`config.mk`:
```
export PLATFORM = sky130hd
export DESIGN_NAME = mvm_cfg
export DESIGN_NICKNAME = d
export VERILOG_FILES = /design/src/hw/mvm_pkg.sv /design/src/hw/mvm_dist.sv /design/src/hw/mvm_debounce.sv /design/src/hw/mvm_cfg.sv
export SDC_FILE = /design/constraint.sdc
export NUM_CORES = 2
export LEC_CHECK = 0
export ABC_AREA = 1
export BUFFER_PORTS_ARGS = -buffer_cell sky130_fd_sc_hd__buf_2
export CAP_MARGIN = 20
export CORE_MARGIN = 10
export CORE_UTILIZATION = 39
export CTS_BUF_LIST = sky130_fd_sc_hd__clkbuf_8
export DETAILED_ROUTE_END_ITERATION = 8
export GPL_TIMING_DRIVEN = 0
export PLACE_DENSITY_LB_ADDON = 0.25
export SYNTH_ARGS = -nofsm -noshare
export SYNTH_HDL_FRONTEND = slang
export SYNTH_HIERARCHICAL = 1
export SYNTH_SLANG_ARGS = --single-unit
```
`constraint.sdc`:
```
create_clock -name clk_in -period 8.7 [get_ports clk_in]
set_input_delay 0.435 -clock clk_in [delete_from_list [all_inputs] [get_ports clk_in]]
set_output_delay 0.435 -clock clk_in [all_outputs]
set_load 0.05 [all_outputs]
```
`src/hw/mvm_pkg.sv`:
```
// Constants and types shared by the vector-magnitude change detector
package mvm_pkg;

  // Register bus widths
  localparam int MVM_ADDR_W = 8;
  localparam int MVM_REG_W = 8;

  // Sample and setting widths
  localparam int MVM_DATA_W = 16;
  localparam int MVM_THS_W = 15;
  localparam int MVM_CNT_W = 8;

  // Register addresses
  localparam logic [MVM_ADDR_W-1:0] MVM_SRC_ADDR = 8'h5E;
  localparam logic [MVM_ADDR_W-1:0] MVM_CFG_ADDR = 8'h69;

  // Reset values
  localparam logic [MVM_REG_W-1:0] MVM_CFG_RESET = 8'h00;
  localparam logic [MVM_REG_W-1:0] MVM_RDATA_IDLE = 8'h00;

  // Configuration field positions
  localparam int MVM_CFG_LATCH_BIT = 7;
  localparam int MVM_CFG_INITM_BIT = 6;
  localparam int MVM_CFG_UPDM_BIT = 5;
  localparam int MVM_CFG_EN_BIT = 4;
  localparam int MVM_CFG_WAKE_BIT = 3;
  localparam int MVM_CFG_INT_EN_BIT = 2;
  localparam int MVM_CFG_ROUTE_BIT = 1;

  // Event source field position
  localparam int MVM_SRC_VECM_BIT = 1;

  // Debounce states
  typedef enum logic [1:0] {
    MVM_DEB_IDLE = 2'h0,
    MVM_DEB_COUNT = 2'h1,
    MVM_DEB_FIRED = 2'h2
  } mvm_deb_state_t;

endpackage : mvm_pkg

```
`src/hw/mvm_dist.sv`:
```
// Squared distance of a sample from the reference, compared to the threshold
module mvm_dist #(
  parameter int DATA_W = mvm_pkg::MVM_DATA_W,
  parameter int THS_W = mvm_pkg::MVM_THS_W
) (
  input wire logic clk_in,
  input wire logic sys_rst_in,
  input wire logic sample_valid_in,
  input wire logic [DATA_W-1:0] mag_x_in,
  input wire logic [DATA_W-1:0] mag_y_in,
  input wire logic [DATA_W-1:0] mag_z_in,
  input wire logic [DATA_W-1:0] ref_x_in,
  input wire logic [DATA_W-1:0] ref_y_in,
  input wire logic [DATA_W-1:0] ref_z_in,
  input wire logic [THS_W-1:0] threshold_in,
  output logic valid_out,
  output logic over_out,
  output logic [DATA_W-1:0] samp_x_out,
  output logic [DATA_W-1:0] samp_y_out,
  output logic [DATA_W-1:0] samp_z_out
);

  localparam int SQ_W = 2 * (DATA_W + 1);
  localparam int SUM_W = SQ_W + 2;

  function automatic logic [SQ_W-1:0] mvm_sq(input logic signed [DATA_W:0] d);
    logic signed [SQ_W-1:0] p;
    p = d * d;
    return $unsigned(p);
  endfunction : mvm_sq

  function automatic logic signed [DATA_W:0] mvm_diff(input logic [DATA_W-1:0] a, input logic [DATA_W-1:0] b);
    return $signed({a[DATA_W-1], a}) - $signed({b[DATA_W-1], b});
  endfunction : mvm_diff

  logic [SUM_W-1:0] dist_sq;
  logic [SUM_W-1:0] ths_sq;
  logic valid_q;
  logic over_q;
  logic [DATA_W-1:0] sx_q;
  logic [DATA_W-1:0] sy_q;
  logic [DATA_W-1:0] sz_q;

  // Squares avoid a root: |d| > ths  <=>  d^2 > ths^2
  assign dist_sq = SUM_W'(mvm_sq(mvm_diff(mag_x_in, ref_x_in))) + SUM_W'(mvm_sq(mvm_diff(mag_y_in, ref_y_in)))
                 + SUM_W'(mvm_sq(mvm_diff(mag_z_in, ref_z_in)));
  assign ths_sq = SUM_W'(threshold_in) * SUM_W'(threshold_in);

  always_ff @(posedge clk_in or posedge sys_rst_in) begin
    if (sys_rst_in) begin
      valid_q <= 1'b0;
      over_q <= 1'b0;
      sx_q <= '0;
      sy_q <= '0;
      sz_q <= '0;
    end else begin
      valid_q <= sample_valid_in;
      if (sample_valid_in) begin
        over_q <= dist_sq > ths_sq;
        sx_q <= mag_x_in;
        sy_q <= mag_y_in;
        sz_q <= mag_z_in;
      end
    end
  end

  assign valid_out = valid_q;
  assign over_out = over_q;
  assign samp_x_out = sx_q;
  assign samp_y_out = sy_q;
  assign samp_z_out = sz_q;
endmodule : mvm_dist

```
`src/hw/mvm_debounce.sv`:
```
// Counts consecutive over-threshold samples and fires once past the limit
module mvm_debounce #(
  parameter int CNT_W = mvm_pkg::MVM_CNT_W
) (
  input wire logic clk_in,
  input wire logic sys_rst_in,
  input wire logic enable_in,
  input wire logic valid_in,
  input wire logic over_in,
  input wire logic [CNT_W-1:0] limit_in,
  output logic event_out,
  output logic active_out
);

  mvm_pkg::mvm_deb_state_t state_q;
  mvm_pkg::mvm_deb_state_t state_d;
  logic [CNT_W-1:0] count_q;
  logic [CNT_W-1:0] count_d;
  logic [CNT_W:0] count_next;
  logic past_limit;

  assign count_next = {1'b0, count_q} + (CNT_W + 1)'(1);
  assign past_limit = count_next > {1'b0, limit_in};

  always_comb begin
    state_d = state_q;
    count_d = count_q;
    event_out = 1'b0;
    if (!enable_in) begin
      state_d = mvm_pkg::MVM_DEB_IDLE;
      count_d = '0;
    end else if (valid_in && !over_in) begin
      state_d = mvm_pkg::MVM_DEB_IDLE;
      count_d = '0;
    end else if (valid_in) begin
      case (state_q)
        mvm_pkg::MVM_DEB_IDLE,
        mvm_pkg::MVM_DEB_COUNT: begin
          if (past_limit) begin
            state_d = mvm_pkg::MVM_DEB_FIRED;
            event_out = 1'b1;
          end else begin
            state_d = mvm_pkg::MVM_DEB_COUNT;
            count_d = count_next[CNT_W-1:0];
          end
        end
        mvm_pkg::MVM_DEB_FIRED: begin
          state_d = mvm_pkg::MVM_DEB_FIRED;
        end
        default: begin
          state_d = mvm_pkg::MVM_DEB_IDLE;
          count_d = '0;
        end
      endcase
    end
  end

  always_ff @(posedge clk_in or posedge sys_rst_in) begin
    if (sys_rst_in) begin
      state_q <= mvm_pkg::MVM_DEB_IDLE;
      count_q <= '0;
    end else begin
      state_q <= state_d;
      count_q <= count_d;
    end
  end

  assign active_out = state_q == mvm_pkg::MVM_DEB_FIRED;
endmodule : mvm_debounce

```
`src/hw/mvm_cfg.sv`:
```
// Configuration, reference latch and event flag of the vector-magnitude detector

// Functional notes
// Latch on: flag stays set until the event source register is read.
// Latch off: flag follows detection in real time, may clear itself.
// Init mode 0: reference loads from current output when enable is set.
// Init mode 1: reference loads from initial-value inputs when enable is set.
// Update mode 0: reference takes the triggering X, Y, Z on each event.
// Update mode 1: reference stays unchanged on an event.
// Both modes 1 and enabled: initial-value writes reload the reference at once.
// Enable 0 stops detection; enable 1 starts it and loads the reference.
// Host keeps magnetometer output rate at or below 400 Hz.
// Wake enable gates the flag into auto-sleep activity evaluation.
// Interrupt enable 0 keeps both interrupt outputs low.
// Interrupt enable 1 raises an interrupt on a detected event.
// Routing bit 0 sends the interrupt to the second interrupt pin.
// Event when distance exceeds threshold for more than the debounce count.
// Flag reads back as bit 1 of the event source register.
module mvm_cfg #(
  parameter int DATA_W = mvm_pkg::MVM_DATA_W,
  parameter int THS_W = mvm_pkg::MVM_THS_W,
  parameter int CNT_W = mvm_pkg::MVM_CNT_W
) (
  input wire logic clk_in,
  input wire logic sys_rst_in,
  input wire logic [mvm_pkg::MVM_ADDR_W-1:0] reg_addr_in,
  input wire logic [mvm_pkg::MVM_REG_W-1:0] reg_wdata_in,
  input wire logic reg_wr_in,
  input wire logic reg_rd_in,
  output logic [mvm_pkg::MVM_REG_W-1:0] reg_rdata_out,
  input wire logic sample_valid_in,
  input wire logic [DATA_W-1:0] mag_x_in,
  input wire logic [DATA_W-1:0] mag_y_in,
  input wire logic [DATA_W-1:0] mag_z_in,
  input wire logic [DATA_W-1:0] init_x_in,
  input wire logic [DATA_W-1:0] init_y_in,
  input wire logic [DATA_W-1:0] init_z_in,
  input wire logic init_wr_in,
  input wire logic [THS_W-1:0] threshold_in,
  input wire logic [CNT_W-1:0] magnitude_debounce_count_in,
  output logic vecm_flag_out,
  output logic vecm_event_out,
  output logic first_interrupt_pin_out,
  output logic second_interrupt_pin_out,
  output logic wake_source_out
);

  logic [mvm_pkg::MVM_REG_W-1:0] cfg_q;
  logic [mvm_pkg::MVM_REG_W-1:0] cfg_d;
  logic [DATA_W-1:0] ref_x_q;
  logic [DATA_W-1:0] ref_y_q;
  logic [DATA_W-1:0] ref_z_q;
  logic [DATA_W-1:0] ref_x_d;
  logic [DATA_W-1:0] ref_y_d;
  logic [DATA_W-1:0] ref_z_d;
  logic flag_q;
  logic flag_d;
  logic event_q;
  logic [mvm_pkg::MVM_REG_W-1:0] rdata_q;
  logic [mvm_pkg::MVM_REG_W-1:0] rdata_d;

  // Field views of the configuration register
  wire latch_en = cfg_q[mvm_pkg::MVM_CFG_LATCH_BIT];
  wire init_mode = cfg_q[mvm_pkg::MVM_CFG_INITM_BIT];
  wire upd_mode = cfg_q[mvm_pkg::MVM_CFG_UPDM_BIT];
  wire func_en = cfg_q[mvm_pkg::MVM_CFG_EN_BIT];
  wire wake_en = cfg_q[mvm_pkg::MVM_CFG_WAKE_BIT];
  wire int_en = cfg_q[mvm_pkg::MVM_CFG_INT_EN_BIT];
  wire route_first = cfg_q[mvm_pkg::MVM_CFG_ROUTE_BIT];

  // Register decode
  wire cfg_sel = reg_addr_in == mvm_pkg::MVM_CFG_ADDR;
  wire src_sel = reg_addr_in == mvm_pkg::MVM_SRC_ADDR;
  wire cfg_write = reg_wr_in && cfg_sel;
  wire src_read = reg_rd_in && src_sel;
  wire en_rise = cfg_write && reg_wdata_in[mvm_pkg::MVM_CFG_EN_BIT] && !func_en;
  // Init mode of the enabling write picks the source, not the old setting
  wire wr_init_mode = reg_wdata_in[mvm_pkg::MVM_CFG_INITM_BIT];

  // Detector datapath
  wire dist_valid;
  wire dist_over;
  wire [DATA_W-1:0] samp_x;
  wire [DATA_W-1:0] samp_y;
  wire [DATA_W-1:0] samp_z;
  wire deb_event;
  wire deb_active;

  mvm_dist #(
    .DATA_W(DATA_W),
    .THS_W(THS_W)
  ) u_dist (
    .clk_in(clk_in),
    .sys_rst_in(sys_rst_in),
    .sample_valid_in(sample_valid_in),
    .mag_x_in(mag_x_in),
    .mag_y_in(mag_y_in),
    .mag_z_in(mag_z_in),
    .ref_x_in(ref_x_q),
    .ref_y_in(ref_y_q),
    .ref_z_in(ref_z_q),
    .threshold_in(threshold_in),
    .valid_out(dist_valid),
    .over_out(dist_over),
    .samp_x_out(samp_x),
    .samp_y_out(samp_y),
    .samp_z_out(samp_z)
  );

  mvm_debounce #(
    .CNT_W(CNT_W)
  ) u_debounce (
    .clk_in(clk_in),
    .sys_rst_in(sys_rst_in),
    .enable_in(func_en),
    .valid_in(dist_valid),
    .over_in(dist_over),
    .limit_in(magnitude_debounce_count_in),
    .event_out(deb_event),
    .active_out(deb_active)
  );

  // Reference load sources
  wire load_live = en_rise && !wr_init_mode;
  wire load_init_start = en_rise && wr_init_mode;
  wire load_event = func_en && deb_event && !upd_mode;
  wire load_manual = func_en && init_mode && upd_mode && init_wr_in;
  wire load_init = load_init_start || load_manual;

  always_comb begin
    ref_x_d = ref_x_q;
    ref_y_d = ref_y_q;
    ref_z_d = ref_z_q;
    if (load_live) begin
      ref_x_d = mag_x_in;
      ref_y_d = mag_y_in;
      ref_z_d = mag_z_in;
    end else if (load_init) begin
      ref_x_d = init_x_in;
      ref_y_d = init_y_in;
      ref_z_d = init_z_in;
    end else if (load_event) begin
      ref_x_d = samp_x;
      ref_y_d = samp_y;
      ref_z_d = samp_z;
    end
  end

  // Flag: latched with read clear (set wins), or real-time
  always_comb begin
    if (latch_en) begin
      flag_d = deb_event || (flag_q && !src_read);
    end else begin
      flag_d = deb_active;
    end
  end

  assign cfg_d = cfg_write ? reg_wdata_in : cfg_q;

  // Read data
  always_comb begin
    rdata_d = mvm_pkg::MVM_RDATA_IDLE;
    if (reg_rd_in && cfg_sel) begin
      rdata_d = cfg_q;
    end else if (src_read) begin
      rdata_d[mvm_pkg::MVM_SRC_VECM_BIT] = flag_q;
    end
  end

  always_ff @(posedge clk_in or posedge sys_rst_in) begin
    if (sys_rst_in) begin
      cfg_q <= mvm_pkg::MVM_CFG_RESET;
      ref_x_q <= '0;
      ref_y_q <= '0;
      ref_z_q <= '0;
      flag_q <= 1'b0;
      event_q <= 1'b0;
      rdata_q <= mvm_pkg::MVM_RDATA_IDLE;
    end else begin
      cfg_q <= cfg_d;
      ref_x_q <= ref_x_d;
      ref_y_q <= ref_y_d;
      ref_z_q <= ref_z_d;
      flag_q <= flag_d;
      event_q <= deb_event;
      rdata_q <= rdata_d;
    end
  end

  assign reg_rdata_out = rdata_q;
  assign vecm_flag_out = flag_q;
  assign vecm_event_out = event_q;
  assign wake_source_out = flag_q && wake_en;
  assign second_interrupt_pin_out = flag_q && int_en && !route_first;
  assign first_interrupt_pin_out = flag_q && int_en && route_first;
endmodule : mvm_cfg

```
======== Word level (Yosys, flattened, before mapping) ========
Cells that the tools add are included.
storage, ports and cells
  input bits .............................. 141
  register bits ........................... 126
  output and inout bits ................... 13
  logic and storage cells ................. 92
operators by class
  reduce and logical (&&, ||, !) cells .... 30
  $lt $le $gt $ge ......................... 2
  add/sub/neg operators ................... 6
  equal/unequal tests ..................... 7
  multiplexer cells ....................... 29
  $mul .................................... 4
operator list
  operator                                                               number
  16-bit 2-to-1 mux                                                      9
  17-bit by 17-bit multiplier with 34-bit output                         3
  16-bit by 16-bit subtractor with 17-bit output                         3
  36-bit by 34-bit adder with 36-bit output                              1
  36-bit by 30-bit > comparator with 1-bit output                        1
  34-bit by 34-bit adder with 35-bit output                              1
  8-bit 2-to-1 mux                                                       4
  15-bit by 15-bit multiplier with 30-bit output                         1
  1-bit logical AND                                                      18
  8-bit by 7-bit equality test with 1-bit output, second input constant  2
  8-bit case mux with 2 select lines                                     1
  8-bit by 1-bit adder with 9-bit output, second input constant          1
  9-bit by 8-bit > comparator with 1-bit output                          1
  1-bit 2-to-1 mux                                                       9
  2-bit 2-to-1 mux                                                       4
  1-bit zero test                                                        6
  6-bit 2-to-1 mux                                                       1
  4-bit != test, second input constant                                   1
  2-bit case mux with 2 select lines                                     1
  3-bit by 1-bit != test with 1-bit output, second input constant        1
  3-bit by 2-bit != test with 1-bit output, second input constant        1
  3-bit AND reduction                                                    1
  3-bit nonzero test                                                     1
  2-bit by 1-bit equality test with 1-bit output, second input constant  1
  4 further kinds                                                        5

======== Longest topological paths before layout ========
  depth after elaboration ................. 12
  gate-level depth with buffers ........... 60
  mapped depth without buffers ............ 60

======== Cells and area by module ========
The synthesis kept the hierarchy.
by module, submodules not included
  module        area each (um2)  cells an instance  instances  sequential area each (um2)
  mvm_dist      43,685.6         5,387              1          1,251.2
  mvm_cfg       3,748.6          559                1          1,651.6
  mvm_debounce  929.6            136                1          250.2

======== Least setup slack after synthesis ========
No wires, ideal clock.
  kind .................................... input to register
  from .................................... input port mag_z_in[0]
  to ...................................... register u_dist.over_q (netlist: u_dist/over_out)
  buffers on the path ..................... 1
  slack ................................... -0.770 ns
  library setup time ...................... 0.117 ns
  required time ........................... 8.583 ns
  cell stages on the path ................. 55
  arrival time ............................ 9.354 ns
  cells stage by stage .................... inv_1 ha_1 fa_1 nand3b_1 nand3_1 a21o_1 nand2_1 a31oi_1 xor2_1 buf_2 nand2_1 fa_1 fa_1 fa_1 inv_1 fa_1 inv_1 fa_1 (+19 left out) inv_1 nor2_1 nand3_1 nand3_1 xor2_1 ha_1 nand2_1 inv_1 o21ai_0 nand2_1 nor2_1 nand2_1 nand2_1 nand2_1 a21oi_1 nand3_1 nand2_1 nand2_1
on the way
  word-level cells in the longest chain between the ends .. 4
RTL lines
  item                                             line            source
  from (decl)                                      mvm_cfg.sv:34   input wire logic [DATA_W-1:0] mag_z_in,
  16-bit by 16-bit subtractor with 17-bit output   mvm_dist.sv:33  return $signed({a[DATA_W-1], a}) - $signed({b[DATA_W-1], b});
  17-bit by 17-bit multiplier with 34-bit output   mvm_dist.sv:28  p = d * d;
  36-bit by 34-bit adder with 36-bit output        mvm_dist.sv:46  + SUM_W'(mvm_sq(mvm_diff(mag_z_in, ref_z_in)));
  36-bit by 30-bit > comparator with 1-bit output  mvm_dist.sv:59  over_q <= dist_sq > ths_sq;
  to (signal assigned)                             mvm_dist.sv:59
  to (decl)                                        mvm_dist.sv:39  logic over_q;
No other way between the ends.
A chain may end at the register's enable or synchronous reset.

======== Final worst setup path ========
  from .................................... register ref_z_q[0]
  to ...................................... register u_dist.over_q (netlist: u_dist/over_out)
on the way
  word-level cells in the longest chain between the ends .. 4
RTL lines
  item                                             line            source
  from (decl)                                      mvm_cfg.sv:52   logic [DATA_W-1:0] ref_z_q;
  from (signal assigned)                           mvm_cfg.sv:183  ref_z_q <= ref_z_d;
  16-bit by 16-bit subtractor with 17-bit output   mvm_dist.sv:33
  17-bit by 17-bit multiplier with 34-bit output   mvm_dist.sv:28
  36-bit by 34-bit adder with 36-bit output        mvm_dist.sv:46
  36-bit by 30-bit > comparator with 1-bit output  mvm_dist.sv:59
No other way between the ends.

==> impl_metrics.csv <==
group,metric,value,unit
grt,grt_max_degree,50,
cts,cts-root-buf,"clkbuf_8",
critical_path,reg2reg_slack,-1.57,ns
die,initial_core_util,39.2,%
die,core-area,123000,um^2
critical_path,cpMostUsedCell,"fa_1",
synthesis,yosysUniqueCellTypes,64,
synthesis,syn-instance-count,6082,
grt,grt_pass1_vias,42300,
drt,drt_first_pass_iters,6,
critical_path,crit_arrival,10.71,ns
synthesis,async_reset_ff_share,100,%
timing,fin_crit_sh,118,%
critical_path,cpPeakStageDelay,0.50,ns
timing,timing.final.ws_setup,-1.57,ns
flow_run,cap_violations,0,
cts,clk_transition_reported_paths,0.09,ns
synthesis,synth_area_per_cell,7.95,um^2
synthesis,yosysWarnings,6,
critical_path,crit_required,9.13,ns
final_layout,final_common_cell,"inv_1",
critical_path,critical-path-top-delay-family,"adder cells",
timing,setup_viol,1,
drt,num_vias,38800,
placement,gp_congestion,0.916,
critical_path,cp-startpoint,"ref_z_q[0]$_DFFE_PP0P_",
timing,tightest_slew,1.14,ns
cts,cts_sinks,126,
critical_path,crit_buf_inv,11,
critical_path,r2r_start,"ref_z_q[0]$_DFFE_PP0P_",
grt,grt_pass1_wl,229,mm
timing,hold_viol,0,
synthesis,netlist_area,48400,um^2
drt,route.detailed.drc,0,
placement,dp_hpwl,120,mm
timing,slew_violations,0,
min_path,hold_class,"in -> reg",
die,rows,129,
die,fp.dieArea,138000,um^2
drt,drt_iter0_drc,2194,
cts,clockBufferDepth,3,
timing,timing.final.crit_period,10.27,ns
critical_path,start_kind,"register",
cts,h-tree-depth,4,
critical_path,slowest_stage,"fa_1",
grt,grt_overflow,0,
placement,port_buffers,152,
critical_path,crit_fanout,9,
synthesis,syn_nets,7669,
timing,fin_skew,0.0428,ns
timing,relSlewSlack,23.8,%
drt,via_per_inst,4.84,
run_status,violations,"setup timing",
min_path,hp-start,"reg_wdata_in[1]",
drt,drt_wl_total,141,mm
timing,hold_slack,0.118,ns
die,fp.dieH,372,um
cts,insertion_delay,0.55,ns
synthesis,synth_edf_count,0,
synthesis,synth_ff_type,"dfrtp_1",
drt,wl_per_cell,17.5,um
grt,grt_antenna_before_repair,9,
critical_path,worstSetupPathType,"reg -> reg",
grt,track_usage,20.9,%
timing,clock.fmax,97.3,MHz
timing,rsz0062_at_grt,"yes",
synthesis,ys_seq_area_share,6.52,%
cts,cts_tree,"built",
cts,cts_buffers,25,
final_layout,final_nets,7957,
final_layout,final_cell_mix,"1,644 x inv_1, 1,070 x nand2_1, 967 x fa_1",
die,die_w,372,um
synthesis,synth-seq-cells,126,
die,ios,154,
run_status,outcome,"finished with violations",
critical_path,endpoint_kind,"register",
drt,ant_nets,0,
final_layout,drive_gt1_share,12.7,%
final_layout,syn_to_final_growth,13.9,%
==> kinds of logic (layout without fill, tap and decap cells) <==
family          count (synthesis)  count (layout)  share of synthesized area (%)
flops                         126             126                           6.52
fa+ha+maj                    1446            1446                           52.7
other cells                     0               5                              0
simple gates                 2031            2031                           17.0
xor+xnor                      194             194                           3.68
buf+inv                      1823            2115                           14.5
compound gates                462             462                           5.60
==> flip-flops by register name, indices dropped and copies added (netlist names), 2 cells and up <==
name	flops
u_debounce/state_q	2
ref_x_q	16
ref_y_q	16
u_dist/samp_x_out	16
cfg_q	8
u_debounce/count_q	8
u_dist/samp_y_out	16
ref_z_q	16
u_dist/samp_z_out	16
reg_rdata_out	8
==> Yosys cell counts (all sizes together), types with 9 or more instances <==
cell type / instances / area, um^2
inv: 1696 / 6370
nand2: 1136 / 4300
fa: 985 / 19700
nor2: 593 / 2290
ha: 461 / 5770
a21oi: 221 / 1110
nand3: 201 / 1030
dfrtp: 126 / 3150
o21ai: 116 / 592
xor2: 110 / 1040
xnor2: 84 / 736
clkbuf: 70 / 263
buf: 49 / 325
a21o: 37 / 279
nor3: 36 / 196
or2: 23 / 144
o21bai: 21 / 158
nand4: 19 / 125
a31oi: 18 / 134
nand3b: 11 / 82.6
o31ai: 9 / 67.6
==> worst paths after layout <==
check | endpoint | depth (start not counted)
setup / recovery | u_dist/over_out$_DFFE_PP0P_ | 52
max in group asynchronous | u_dist/samp_z_out[3]$_DFFE_PP0P_ | 4
hold reg to reg | u_dist/samp_z_out[3]$_DFFE_PP0P_ | 2
hold / removal | cfg_q[1]$_DFFE_PP0N_ | 3
setup reg to reg | u_dist/over_out$_DFFE_PP0P_ | 52
min in group asynchronous | reg_rdata_out[2]$_DFF_PP0_ | 3
==> timing repair <==
item | CTS | global route
setup endpoints to repair | 1 | 1
endpoints found under the hold margin | 43 | 0
pin swaps | 115 | 73
hold buffers | 2 | 0
buffers inserted | 80 | 25
gates resized for setup | 384 | 107
==> layer usage <==
layer	vias up	track usage, %	part of all wire (%)
met5	-	0	0
met1	19300	28.4	45
met3	177	2.42	4.9
met4	0	4.37	2.1
met2	925	35.6	48
li1	18400	-	-
==> tightest hold or removal path, delay by kind of cell <==
kind | cells | cell delay [ns]
AND/OR/NAND/NOR | 1 | 0.04
buffers and inverters | 1 | 0.07
AO/OA/AOI/OAI | 1 | 0.06
==> cell type report <==
cell class              instances  area, um^2
multi-input cells            4133       40400
diodes                          5        12.5
well taps                    1637        2050
clock buffers                  28         385
repair buffers                261        1740
inverters                    1704        6470
plain buffers                 119         786
clock inverters                 3        40.0
fillers                     12500       68400
flip-flops and latches        126        3150
==> stage by stage <==
step / TNS, ns / instance area, um^2 / setup WS [ns] / instances / util [%]
detailed placement: -3.57 / 51600 / -3.57 / 7873 / 41.8
finish: -1.57 / 55100 / -1.57 / 8016 / 44.6
global route: -2.00 / 55100 / -2.00 / 8015 / 44.6
global placement: -3.68 / 51500 / -3.68 / 7871 / 41.7
CTS: -1.50 / 54500 / -1.50 / 7986 / 44.1
floorplan: -0.406 / 48700 / -0.406 / 6082 / -
Power is not shown: default switching activity piles up to over one toggle a cycle in this logic, so the estimate is an artifact.
